==> config.mk <==
export PLATFORM = sky130hd
export DESIGN_NAME = pio_top
export DESIGN_NICKNAME = d
export VERILOG_FILES = /design/src/pio_pkg.sv /design/src/pio_top.sv
export VERILOG_INCLUDE_DIRS = /design/src /design/src/src
export SDC_FILE = /design/constraint.sdc
export NUM_CORES = 1
export LEC_CHECK = 0
export ABC_AREA = 1
export BUFFER_PORTS_ARGS = -buffer_cell sky130_fd_sc_hd__buf_2
export CAP_MARGIN = 15
export CORE_MARGIN = 4
export CORE_UTILIZATION = 45
export DETAILED_ROUTE_END_ITERATION = 7
export PLACE_DENSITY = 0.65
export SKIP_CTS_REPAIR_TIMING = 1
export SYNTH_ARGS = -nofsm -noshare
export SYNTH_HDL_FRONTEND = slang
export SYNTH_SLANG_ARGS = --single-unit
==> constraint.sdc <==
create_clock -name i_clk -period 5.8 [get_ports i_clk]
set_input_delay 0.29 -clock i_clk [delete_from_list [all_inputs] [get_ports i_clk]]
set_output_delay 0.29 -clock i_clk [all_outputs]
set_load 0.01 [all_outputs]
==> src/pio_defines.svh <==
// register offsets, field positions, reset values and codes of the panel i/o block
`ifndef PIO_DEFINES_SVH
`define PIO_DEFINES_SVH
`define PIO_AW            8
`define PIO_OFF_FUNC      8'h00
`define PIO_OFF_MASK      8'h04
`define PIO_OFF_INVIEW    8'h08
`define PIO_OFF_OUTVIEW   8'h0c
`define PIO_OFF_JOGSPD    8'h10
`define PIO_OFF_SELECT    8'h14
`define PIO_OFF_DISPCTL   8'h18
`define PIO_OFF_STATUS    8'h1c
`define PIO_OFF_CLEAR     8'h20
`define PIO_OFF_ENABLE    8'h24
`define PIO_CODE_FORCE    16'h0196
`define PIO_CODE_NORMAL   16'h0190
`define PIO_JOG_DEFAULT   16'h0014
`define PIO_JOG_MAX       16'h1388
`define PIO_SEL_JOG       3'h5
`define PIO_NUM_FAULT     5
`define PIO_NUM_IN        9
`define PIO_NUM_OUT       6
`define PIO_NUM_EVT       5
`define PIO_EVT_FORCE_ON  0
`define PIO_EVT_FORCE_OFF 1
`define PIO_EVT_JOG       2
`define PIO_EVT_INPUT     3
`define PIO_EVT_FAULT     4
`define PIO_DISP_HIGH     0
`define PIO_DISP_HEX      1
`define PIO_DISP_MON      2
`endif

==> src/pio_pkg.sv <==
// types of the panel i/o block
package pio_pkg;
    typedef struct packed {
        logic [7:0]  addr;
        logic [31:0] wdata;
        logic        we;
        logic        re;
    } pio_bus_t;
    typedef struct packed {
        logic [15:0] value;
        logic        hex;
        logic        high;
    } pio_disp_t;
    typedef enum logic [1:0] {
        PIO_BROWSE   = 2'b00,
        PIO_SHOW_JOG = 2'b01,
        PIO_JOGGING  = 2'b11,
        PIO_FAULT    = 2'b10
    } pio_state_t;
endpackage : pio_pkg

==> src/pio_top.sv <==
// panel i/o: forced outputs, pin inspection, fault history, jog and display format
`timescale 1ns/1ps
`default_nettype none
`include "pio_defines.svh"
// Operation
// - writing code 406 to the function code register enters output forcing
// - while forcing, mask bit n drives output pin n
// - writing code 400, or power cycle, leaves forcing and restores normal outputs
// - mask is volatile; after restart no forcing and no old pattern
// - input view shows the nine input pins, one bit each, hex
// - jog speed resets to 20 r/min, up/down adjust it before jog
// - on jog item, first set shows speed, second set enters jog
// - in jog, held up runs forward, held down reverse, release stops
// - jog motion only while servo enabled
// - selecting a fault slot and pressing set shows its record
// - 32-bit monitor toggles high/low and dec/hex; parameters fixed format
module pio_top
    import pio_pkg::*;
(
    // clock and reset
    input  wire logic                    i_clk,
    input  wire logic                    i_arst_n,
    // register port
    input  wire pio_bus_t                i_bus,
    output logic [31:0]                  o_rdata,
    // field pins
    input  wire logic [`PIO_NUM_IN-1:0]  i_in_pins,
    output logic [`PIO_NUM_OUT-1:0]      o_out_pins,
    // drive side
    input  wire logic [`PIO_NUM_OUT-1:0] i_normal_out,
    input  wire logic                    i_servo_on,
    input  wire logic                    i_fault_valid,
    input  wire logic [15:0]             i_fault_code,
    input  wire logic [31:0]             i_monitor,
    // panel keys, active high pins
    input  wire logic                    i_key_up,
    input  wire logic                    i_key_down,
    input  wire logic                    i_key_set,
    input  wire logic                    i_key_mode,
    // jog, display, panel state and interrupt
    output logic                         o_jog_fwd,
    output logic                         o_jog_rev,
    output logic [15:0]                  o_jog_speed,
    output pio_disp_t                    o_disp,
    output logic [1:0]                   o_panel_state,
    output logic                         o_irq
);
    logic [15:0]                 func_reg;
    logic                        force_reg;
    logic [`PIO_NUM_OUT-1:0]     mask_reg;
    logic [`PIO_NUM_IN-1:0]      in_meta_reg;
    logic [`PIO_NUM_IN-1:0]      in_sync_reg;
    logic [`PIO_NUM_IN-1:0]      in_prev_reg;
    logic [3:0]                  key_meta_reg;
    logic [3:0]                  key_sync_reg;
    logic [3:0]                  key_prev_reg;
    logic [3:0]                  key_edge;
    logic [15:0]                 jog_reg;
    logic [2:0]                  sel_reg;
    logic [2:0]                  dctl_reg;
    logic [`PIO_NUM_EVT-1:0]     stat_reg;
    logic [`PIO_NUM_EVT-1:0]     en_reg;
    logic [`PIO_NUM_EVT-1:0]     evt;
    logic [15:0]                 fault_reg [`PIO_NUM_FAULT];
    pio_state_t                  state_reg;
    logic                        wr_func;
    logic                        wr_force;
    logic                        wr_normal;

    // register port decode, used by writes; reads decode the address in a case
    function automatic logic hit(input logic [7:0] a, input logic [7:0] off);
        hit = (a == off);
    endfunction : hit

    // record of a selected slot; a select past the history reads zero instead of an unknown
    function automatic logic [15:0] slot_rec(input logic [2:0] s);
        slot_rec = 16'h0000;
        for (int i = 0; i < `PIO_NUM_FAULT; i++)
            if (s == 3'(i))
                slot_rec = fault_reg[i];
    endfunction : slot_rec

    assign wr_func   = i_bus.we && hit(i_bus.addr, `PIO_OFF_FUNC);
    assign wr_force  = wr_func && (i_bus.wdata[15:0] == `PIO_CODE_FORCE);
    assign wr_normal = wr_func && (i_bus.wdata[15:0] == `PIO_CODE_NORMAL);

    // pin synchronisers; only the second and third stages are looked at
    always_ff @(posedge i_clk or negedge i_arst_n)
    begin
        if (!i_arst_n)
        begin
            in_meta_reg  <= '0;
            in_sync_reg  <= '0;
            in_prev_reg  <= '0;
            key_meta_reg <= '0;
            key_sync_reg <= '0;
            key_prev_reg <= '0;
        end
        else
        begin
            in_meta_reg  <= i_in_pins;
            in_sync_reg  <= in_meta_reg;
            in_prev_reg  <= in_sync_reg;
            key_meta_reg <= {i_key_mode, i_key_set, i_key_down, i_key_up};
            key_sync_reg <= key_meta_reg;
            key_prev_reg <= key_sync_reg;
        end
    end

    // press edges: 0 up, 1 down, 2 set, 3 mode
    assign key_edge = key_sync_reg & ~key_prev_reg;

    // function code and forcing flag; reset is the power cycle
    always_ff @(posedge i_clk or negedge i_arst_n)
    begin
        if (!i_arst_n)
        begin
            func_reg  <= '0;
            force_reg <= 1'b0;
        end
        else if (wr_func)
        begin
            func_reg <= i_bus.wdata[15:0];
            if (wr_force)
                force_reg <= 1'b1;
            else if (wr_normal)
                force_reg <= 1'b0;
        end
    end

    // mask is plain flops, cleared at reset, never reloaded from storage
    always_ff @(posedge i_clk or negedge i_arst_n)
    begin
        if (!i_arst_n)
            mask_reg <= '0;
        else if (i_bus.we && hit(i_bus.addr, `PIO_OFF_MASK))
            mask_reg <= i_bus.wdata[`PIO_NUM_OUT-1:0];
    end

    // output pins: mask only reaches them while forcing
    always_ff @(posedge i_clk or negedge i_arst_n)
    begin
        if (!i_arst_n)
            o_out_pins <= '0;
        else if (force_reg)
            o_out_pins <= mask_reg;
        else
            o_out_pins <= i_normal_out;
    end

    // fault history, newest in slot 0
    always_ff @(posedge i_clk or negedge i_arst_n)
    begin
        if (!i_arst_n)
        begin
            for (int i = 0; i < `PIO_NUM_FAULT; i++)
                fault_reg[i] <= '0;
        end
        else if (i_fault_valid)
        begin
            fault_reg[0] <= i_fault_code;
            for (int i = 1; i < `PIO_NUM_FAULT; i++)
                fault_reg[i] <= fault_reg[i-1];
        end
    end

    // selection and display control, software written
    always_ff @(posedge i_clk or negedge i_arst_n)
    begin
        if (!i_arst_n)
        begin
            sel_reg  <= '0;
            dctl_reg <= '0;
        end
        else if (i_bus.we)
        begin
            if (hit(i_bus.addr, `PIO_OFF_SELECT) && i_bus.wdata[2:0] <= `PIO_SEL_JOG)
                sel_reg <= i_bus.wdata[2:0];
            if (hit(i_bus.addr, `PIO_OFF_DISPCTL))
                dctl_reg <= i_bus.wdata[2:0];
        end
    end

    // panel state machine; mode key always returns to browsing
    always_ff @(posedge i_clk or negedge i_arst_n)
    begin
        if (!i_arst_n)
            state_reg <= PIO_BROWSE;
        else if (key_edge[3])
            state_reg <= PIO_BROWSE;
        else
        begin
            unique case (state_reg)
                PIO_BROWSE:
                    if (key_edge[2])
                        state_reg <= (sel_reg == `PIO_SEL_JOG) ? PIO_SHOW_JOG : PIO_FAULT;
                PIO_SHOW_JOG:
                    if (key_edge[2])
                        state_reg <= PIO_JOGGING;
                PIO_JOGGING:
                    state_reg <= PIO_JOGGING;
                PIO_FAULT:
                    state_reg <= PIO_FAULT;
            endcase
        end
    end

    // jog speed: keys adjust only while the value is shown, software any time
    always_ff @(posedge i_clk or negedge i_arst_n)
    begin
        if (!i_arst_n)
            jog_reg <= `PIO_JOG_DEFAULT;
        else if (i_bus.we && hit(i_bus.addr, `PIO_OFF_JOGSPD))
            jog_reg <= (i_bus.wdata[15:0] > `PIO_JOG_MAX) ? `PIO_JOG_MAX : i_bus.wdata[15:0];
        else if (state_reg == PIO_SHOW_JOG && key_edge[0] && jog_reg < `PIO_JOG_MAX)
            jog_reg <= jog_reg + 16'h0001;
        else if (state_reg == PIO_SHOW_JOG && key_edge[1] && jog_reg != 16'h0000)
            jog_reg <= jog_reg - 16'h0001;
    end

    // jog motion follows the held key; both keys held means stop
    always_ff @(posedge i_clk or negedge i_arst_n)
    begin
        if (!i_arst_n)
        begin
            o_jog_fwd   <= 1'b0;
            o_jog_rev   <= 1'b0;
            o_jog_speed <= '0;
        end
        else
        begin
            o_jog_fwd   <= (state_reg == PIO_JOGGING) && i_servo_on
                           && key_sync_reg[0] && !key_sync_reg[1];
            o_jog_rev   <= (state_reg == PIO_JOGGING) && i_servo_on
                           && key_sync_reg[1] && !key_sync_reg[0];
            o_jog_speed <= jog_reg;
        end
    end

    // display: monitor halves and radix switchable, parameters fixed
    always_ff @(posedge i_clk or negedge i_arst_n)
    begin
        if (!i_arst_n)
            o_disp <= '0;
        else if (state_reg == PIO_FAULT)
            o_disp <= '{value: slot_rec(sel_reg), hex: 1'b1, high: 1'b0};
        else if (state_reg != PIO_BROWSE)
            o_disp <= '{value: jog_reg, hex: 1'b0, high: 1'b0};
        else if (dctl_reg[`PIO_DISP_MON])
            o_disp <= '{value: dctl_reg[`PIO_DISP_HIGH] ? i_monitor[31:16] : i_monitor[15:0],
                        hex: dctl_reg[`PIO_DISP_HEX], high: dctl_reg[`PIO_DISP_HIGH]};
        else
            o_disp <= '{value: 16'(in_sync_reg), hex: 1'b1, high: 1'b0};
    end

    always_ff @(posedge i_clk or negedge i_arst_n)
    begin
        if (!i_arst_n)
            o_panel_state <= '0;
        else
            o_panel_state <= state_reg;
    end

    // interrupt events
    assign evt[`PIO_EVT_FORCE_ON]  = wr_force && !force_reg;
    assign evt[`PIO_EVT_FORCE_OFF] = wr_normal && force_reg;
    assign evt[`PIO_EVT_JOG]       = state_reg == PIO_SHOW_JOG && key_edge[2] && !key_edge[3];
    assign evt[`PIO_EVT_INPUT]     = in_sync_reg != in_prev_reg;
    assign evt[`PIO_EVT_FAULT]     = i_fault_valid;

    // sticky status; a new event beats a clear in the same cycle
    always_ff @(posedge i_clk or negedge i_arst_n)
    begin
        if (!i_arst_n)
            stat_reg <= '0;
        else if (i_bus.we && hit(i_bus.addr, `PIO_OFF_CLEAR))
            stat_reg <= (stat_reg & ~i_bus.wdata[`PIO_NUM_EVT-1:0]) | evt;
        else
            stat_reg <= stat_reg | evt;
    end

    always_ff @(posedge i_clk or negedge i_arst_n)
    begin
        if (!i_arst_n)
            en_reg <= '0;
        else if (i_bus.we && hit(i_bus.addr, `PIO_OFF_ENABLE))
            en_reg <= i_bus.wdata[`PIO_NUM_EVT-1:0];
    end

    // irq lags status by one cycle to keep the output a flop
    always_ff @(posedge i_clk or negedge i_arst_n)
    begin
        if (!i_arst_n)
            o_irq <= 1'b0;
        else
            o_irq <= |(stat_reg & en_reg);
    end

    // read data one cycle after the strobe, zero otherwise and when unmapped
    always_ff @(posedge i_clk or negedge i_arst_n)
    begin
        if (!i_arst_n)
            o_rdata <= '0;
        else if (!i_bus.re)
            o_rdata <= '0;
        else
        begin
            unique case (i_bus.addr)
                `PIO_OFF_FUNC:    o_rdata <= {15'h0000, force_reg, func_reg};
                `PIO_OFF_MASK:    o_rdata <= {26'h0, mask_reg};
                `PIO_OFF_INVIEW:  o_rdata <= {23'h0, in_sync_reg};
                `PIO_OFF_OUTVIEW: o_rdata <= {26'h0, o_out_pins};
                `PIO_OFF_JOGSPD:  o_rdata <= {16'h0000, jog_reg};
                `PIO_OFF_SELECT:  o_rdata <= {29'h0, sel_reg};
                `PIO_OFF_DISPCTL: o_rdata <= {29'h0, dctl_reg};
                `PIO_OFF_STATUS:  o_rdata <= {27'h0, stat_reg};
                `PIO_OFF_ENABLE:  o_rdata <= {27'h0, en_reg};
                default:          o_rdata <= '0;
            endcase
        end
    end

    // checks
    a_force_enter: assert property (@(posedge i_clk) disable iff (!i_arst_n)
        wr_force |=> force_reg)
        else $error("forcing not entered on code write");
    a_force_drive: assert property (@(posedge i_clk) disable iff (!i_arst_n)
        force_reg && $stable(mask_reg) |=> o_out_pins == $past(mask_reg))
        else $error("forced pins do not follow mask");
    a_force_leave: assert property (@(posedge i_clk) disable iff (!i_arst_n)
        wr_normal ##1 !wr_force |=> o_out_pins == $past(i_normal_out))
        else $error("normal outputs not restored");
    a_input_view: assert property (@(posedge i_clk) disable iff (!i_arst_n)
        i_bus.re && i_bus.addr == `PIO_OFF_INVIEW |=> o_rdata[8:0] == $past(in_sync_reg))
        else $error("input view wrong");
    a_output_view: assert property (@(posedge i_clk) disable iff (!i_arst_n)
        i_bus.re && i_bus.addr == `PIO_OFF_OUTVIEW |=> o_rdata[5:0] == $past(o_out_pins))
        else $error("output view wrong");
    a_jog_enter: assert property (@(posedge i_clk) disable iff (!i_arst_n)
        state_reg == PIO_SHOW_JOG && key_edge[2] && !key_edge[3] |=> state_reg == PIO_JOGGING)
        else $error("second set did not enter jog");
    a_jog_servo: assert property (@(posedge i_clk) disable iff (!i_arst_n)
        !$past(i_servo_on) |-> !o_jog_fwd && !o_jog_rev)
        else $error("jog motion without servo on");
    a_jog_release: assert property (@(posedge i_clk) disable iff (!i_arst_n)
        !key_sync_reg[0] |=> !o_jog_fwd)
        else $error("forward jog after key release");
    a_mask_idle: assert property (@(posedge i_clk) disable iff (!i_arst_n)
        !force_reg && !wr_force ##1 !force_reg |=> o_out_pins == $past(i_normal_out))
        else $error("mask reached pins outside forcing");
    a_fault_show: assert property (@(posedge i_clk) disable iff (!i_arst_n)
        state_reg == PIO_FAULT && sel_reg < 3'(`PIO_NUM_FAULT) |=> o_disp.value == $past(fault_reg[sel_reg]))
        else $error("fault record not shown");
    a_fault_range: assert property (@(posedge i_clk) disable iff (!i_arst_n)
        state_reg == PIO_FAULT && sel_reg >= 3'(`PIO_NUM_FAULT) |=> o_disp.value == 16'h0000)
        else $error("select past history not shown blank");
endmodule : pio_top
`default_nettype wire

After elaboration in Yosys (flattened, before gate mapping)
Index checks and enable logic that the tools add are counted.
{"block": "word_totals", "register_bits": 253, "latchBits": 0, "ram_bits": 0, "rom_bits": 0, "in_bits": 113, "mem_count": 0}
{"block": "classes", "addsub": 2, "n_mul": 0, "div": 0, "n_lt_le_gt_ge": 3, "eq_ne": 22, "shift": 0, "mux": 24, "bitwise": 7, "reduce_logical": 37}
{"op": "16-bit two-way mux", "n": 10}
{"op": "17-bit case mux with 9 select lines", "n": 1}
{"op": "18-bit two-way mux", "n": 3}
{"op": "16-bit by 9-bit == test with 1-bit output, second input constant", "n": 2}
{"op": "8-bit by 5-bit == test with 1-bit output, second input constant", "n": 4}
{"op": "32-bit two-way mux", "n": 1}
{"op": "1-bit logical AND", "n": 21}
{"op": "16-bit by 1-bit adder with 16-bit output, second input constant", "n": 1}
{"op": "8-bit by 4-bit == test with 1-bit output, second input constant", "n": 2}
{"op": "8-bit by 6-bit == test with 1-bit output, second input constant", "n": 2}
{"op": "16-bit by 13-bit > comparator with 1-bit output, second input constant", "n": 1}
{"op": "16-bit by 13-bit less-than comparator with 1-bit output, second input constant", "n": 1}
{"op": "16-bit nonzero test", "n": 1}
{"op": "16-bit by 1-bit subtractor with 16-bit output, second input constant", "n": 1}
{"op": "5-bit AND", "n": 2}
{"op": "5-bit OR", "n": 2}
{"op": "9-bit inequality test", "n": 1}
{"op": "8-bit by 3-bit == test with 1-bit output, second input constant", "n": 1}
{"op": "8-bit logical NOT", "n": 1}
{"op": "2-bit two-way mux", "n": 4}
{"op": "2-bit case mux with 4 select lines", "n": 1}
{"op": "2-bit AND reduction", "n": 4}
{"op": "3-bit by 2-bit == test with 1-bit output, second input constant", "n": 2}
{"op": "3-bit == test, second input constant", "n": 2}
{"op": "other kinds (17)", "n": 24}

Depth between registers and ports, before layout
{"block": "depth", "ltp_word": 7, "depth_mapped": 19, "ltp_nobuf": 18}

Worst setup path after synthesis
No wires, ideal clock.
{"block": "synth_timing", "path_type": "flip-flop to flip-flop", "startpoint": "register jog_reg[4]", "endpoint": "register jog_reg[14]", "arrival_ns": 2.200, "path_slack_ns": 3.487, "path_stages_with_launch": 17, "n_path_buf": 0, "period_less_slack_ns": 2.313, "cell_sequence": "dfstp_2 > nor2_1 > nand3_1 > nand3_1 > nand2_2 > inv_1 > fa_1 > inv_1 > nand3_1 > nand3_1 > nand2_1 > nand2_1 > nand2_1 > nand3_1 > nand3_1 > nand2_1 > inv_1"}
{"block": "synth_via", "elab_chain_len": 4, "word_cells_on_any_way": 10}
{"element": "from (decl)", "line_no": "pio_top.sv:58", "rtl": "logic [15:0] jog_reg;"}
{"element": "from (signal assigned)", "line_no": "pio_top.sv:212", "rtl": "jog_reg <= `PIO_JOG_DEFAULT;"}
{"element": "from (signal assigned)", "line_no": "pio_top.sv:214", "rtl": "jog_reg <= (i_bus.wdata[15:0] > `PIO_JOG_MAX) ? `PIO_JOG_MAX : i_bus.wdata[15:0];"}
{"element": "from (signal assigned)", "line_no": "pio_top.sv:216", "rtl": "jog_reg <= jog_reg + 16'h0001;"}
{"element": "16-bit by 1-bit subtractor with 16-bit output / 16-bit by 13-bit less-than comparator with 1-bit output (equally long branches)"}
{"element": "16-bit two-way mux / 1-bit logical AND (equally long branches)"}
{"element": "16-bit two-way mux", "line_no": "pio_top.sv:215", "rtl": "else if (state_reg == PIO_SHOW_JOG && key_edge[0] && jog_reg < `PIO_JOG_MAX)"}
{"element": "16-bit two-way mux", "line_no": "pio_top.sv:213", "rtl": "else if (i_bus.we && hit(i_bus.addr, `PIO_OFF_JOGSPD))"}
Parallel ways exist; a longest one is shown, timed or not. The select of a mux whose other input is x is not followed.
A chain may end at the register's enable or synchronous reset.

Worst setup path after layout
{"block": "layout_timing", "startpoint": "register state_reg[0]", "endpoint": "register jog_reg[14]"}
{"block": "layout_via", "elab_chain_len": 5, "word_cells_on_any_way": 8}
{"element": "from (decl)", "line_no": "pio_top.sv:65", "rtl": "pio_state_t state_reg;"}
{"element": "from (signal assigned)", "line_no": "pio_top.sv:196", "rtl": "state_reg <= (sel_reg == `PIO_SEL_JOG) ? PIO_SHOW_JOG : PIO_FAULT;"}
{"element": "2-bit by 1-bit == test with 1-bit output (*)", "line_no": "pio_top.sv:215, pio_top.sv:217"}
{"element": "1-bit logical AND", "line_no": "pio_top.sv:215"}
{"element": "1-bit logical AND (no source line)"}
{"element": "16-bit two-way mux", "line_no": "pio_top.sv:215"}
{"element": "16-bit two-way mux", "line_no": "pio_top.sv:213"}
Every way passes the cells marked *; elsewhere a longest branch is shown, timed or not.

==> results.py <==
metrics = {
    "yosys": {
        "synth_cells": 1334,
        "syn-cell-area_um2": 11200,
        "synth_edf_count": 0,
        "synth_ff_type": "dfrtp_1",
        "avgSynthCellArea_um2": 8.37,
        "ys_warn_count": 0,
        "synth_top_area_share_pct": 52.9,
        "synth.area.top_cells": "dfrtp_1 53%, nand2_1 12%, o21ai_0 5.6%",
        "ys_types": 44,
        "async_flop_share_pct": 100,
        "synth-seq-cells": 238,
        "yosysSeqAreaShare_pct": 53.3,
        "yosys.area.top_type": "dfrtp_1",
    },
    "finish": {
        "final_nets": 1635,
        "fill_cells": 2273,
        "antennaDiodeCount": 0,
        "drive_above_1_share_pct": 15.5,
        "final_util_pct": 54.9,
        "largest_register_ff_count": 80,
        "syn_to_final_growth_pct": 20.0,
    },
    "worst_setup_path": {
        "cp_max_fo": 20,
        "timing.rr.end": "jog_reg[14]",
        "r2r_slack_ps": 2610,
        "start_kind": "flip-flop",
        "setup.worst_path.end_class": "flip-flop",
        "worstPathArrival_ps": 3600,
        "r2r_start": "state_reg[0]",
        "reg2reg_depth": 16,
        "crit_type": "flip-flop to flip-flop",
        "crit_required_ps": 6210,
    },
    "drt": {
        "firstDrtPassIters": 5,
        "avgViaCountPerCell": 5.15,
        "drc": 0,
        "wl_per_cell_um": 16.8,
        "postRouteAntennaNets": 0,
        "wl_um": 31100,
        "num_vias": 9527,
        "drtIter0Drc": 795,
    },
    "global_routing": {
        "grt_pass1_vias": 9138,
        "grt_overflow": 0,
        "track_usage_pct": 22.6,
        "grt_pass1_wl_um": 48700,
        "grt_start_max_net_pins": 129,
        "antenna_found_initial": 0,
    },
    "sta": {
        "final_max_slew_viol_count": 0,
        "finalCritPeriodShare_pct": 55.1,
        "hold_viol": 5,
        "tightest_slew_ps": 1100,
        "relSlewSlack_pct": 26.3,
        "setup_viol": 0,
        "rsz0062_at_grt": "false",
        "fmax_ghz": 0.313,
        "fin_crit_ps": 3190,
        "tns_ps": 0,
        "worst_hold_slack_ps": -28.8,
        "skew_ps": 22.6,
    },
    "power_and_ir_drop": {
        "p_leak_uw": 0.00681,
        "ir_worst_vdd_mv": 0.184,
        "p_per_area_nw_per_um2": 317,
    },
    "clock_tree": {
        "cts-root-buf": "clkbuf_16",
        "clkLatencyLatePin_ps": 530,
        "numCtsBuffers": 26,
        "clock_sinks": 238,
        "h-tree-depth": 1,
        "cts_tree": "built",
        "cts_max_path_buffers": 3,
        "clkTransAtPathRegs_ps": 60,
    },
    "floorplan": {
        "die_x_um": 166,
        "die_h_um": 166,
        "start_util_pct": 45.8,
        "die_area_um2": 27400,
        "pin_count": 190,
        "coreArea_um2": 24400,
        "num_rows": 57,
    },
    "worst_hold_path": {
        "min_to": "fault_reg[79]",
        "min_path_cells": 3,
        "min_from": "i_fault_code[15]",
        "hold_path_class": "input pin to flip-flop",
    },
    "placed_design": {
        "io_buffer_count": 158,
        "dp_hpwl_um": 21900,
        "gp_congestion": 0.881,
    },
    "outcome": {
        "status": "complete, but fails checks",
        "violations": "hold timing",
    },
    "flow_run": {
        "drv_cap": 0,
    },
}
-- report_power, final --
| group | switching [uW] | internal (uW) | total [uW] |
|---|---|---|---|
| sequential | 84.8 | 1790 | 1880 |
| combinational | 323 | 178 | 501 |
| clock | 678 | 1190 | 1870 |
-- layout by cell type (no fill, tap or decap), types with 4 or more instances in the layout --
master,count
buf_4,6
and2_1,4
nor2_2,4
bufinv_16,6
a21oi_1,67
nor2_4,4
nand2_2,4
o21ai_1,6
ha_1,16
clkbuf_8,8
xor2_1,8
o22ai_1,21
o221ai_1,16
o211ai_1,20
buf_2,157
conb_1,15
dfrtp_1,236
nand4_1,6
nor3_1,9
nor2_1,96
nand3_1,83
o21ai_0,124
nand2_1,370
inv_1,143
dlygate4sd3_1,27
clkbuf_16,26
-- synthesized netlist by cell type, types with 4 or more instances --
master    instances
a21oi_1          67
and2_1            4
buf_2            13
buf_4            19
clkbuf_1         28
dfrtp_1         236
ha_1             16
inv_1           143
nand2_1         370
nand2_2           4
nand3_1          83
nand4_1           6
nor2_1           96
nor2_2            4
nor2_4            4
nor3_1            9
o211ai_1         20
o21ai_0         124
o21ai_1           6
o221ai_1         16
o22ai_1          21
xor2_1            8
-- worst max-delay path by stage --
stage                       startpoint           to  slack, ps  cells after the start
final                     state_reg[0]  jog_reg[14]       2610                     16
after global routing      state_reg[0]  jog_reg[14]       2330                     16
after detailed placement  state_reg[0]  jog_reg[14]       2700                     16
after floorplan             jog_reg[4]  jog_reg[14]       3490                     16
after global placement    state_reg[0]  jog_reg[14]       2740                     16
after CTS                 state_reg[0]  jog_reg[14]       2680                     16
-- cell families after synthesis --
group	share of synthesized area, %
adder cells (fa/ha/maj)	1.97
flip-flops	53.3
AND/OR/NAND/NOR	22.7
buffers and inverters	8.06
AO/OA/AOI/OAI	13.1
XOR/XNOR	0.784
other	0.0336
-- metrics by stage --
step,setup WS [ps],instances,hold WS [ps],area [um^2],total power (uW)
after floorplan,3490,1348,-5.59,11200,2180
after global placement,2740,1774,334,12100,2380
after detailed placement,2700,1774,336,12100,2390
after CTS,2680,1822,-152,13100,4270
after global routing,2330,1849,1.36,13400,4440
final,2610,1849,-28.8,13400,4250
-- layout make-up --
class | count | area [um^2] | share of cell area, %
clock inverters | 11 | 223 | 1.66
inverters | 149 | 564 | 4.21
repair buffers | 191 | 1120 | 8.33
clock buffers | 37 | 772 | 5.76
flip-flops and latches | 238 | 5960 | 44.5
multi-input cells | 899 | 4360 | 32.6
well taps | 324 | 405 | 3.02
-- layer usage --
layer,vias up,GRT usage (%),routed length (um)
li1,4659,-,-
met1,4513,33.7,14400
met2,307,34.7,13800
met3,48,3.45,2150
met4,0,5.89,816
met5,-,0,0
-- worst max-delay path: stages (launching register included) --
cell,delay (ps)
dfrtp_1,760
inv_2,110
nor2_2,130
nand3_1,90
nor2_1,150
nand2_2,340
ha_1,490
nand2_1,130
inv_1,50
a21oi_1,280
inv_1,100
a21oi_1,180
nand2_1,70
nand2_1,60
nand3_1,60
nand2_1,60
inv_1,30
Power figures use the tool's default switching activity.
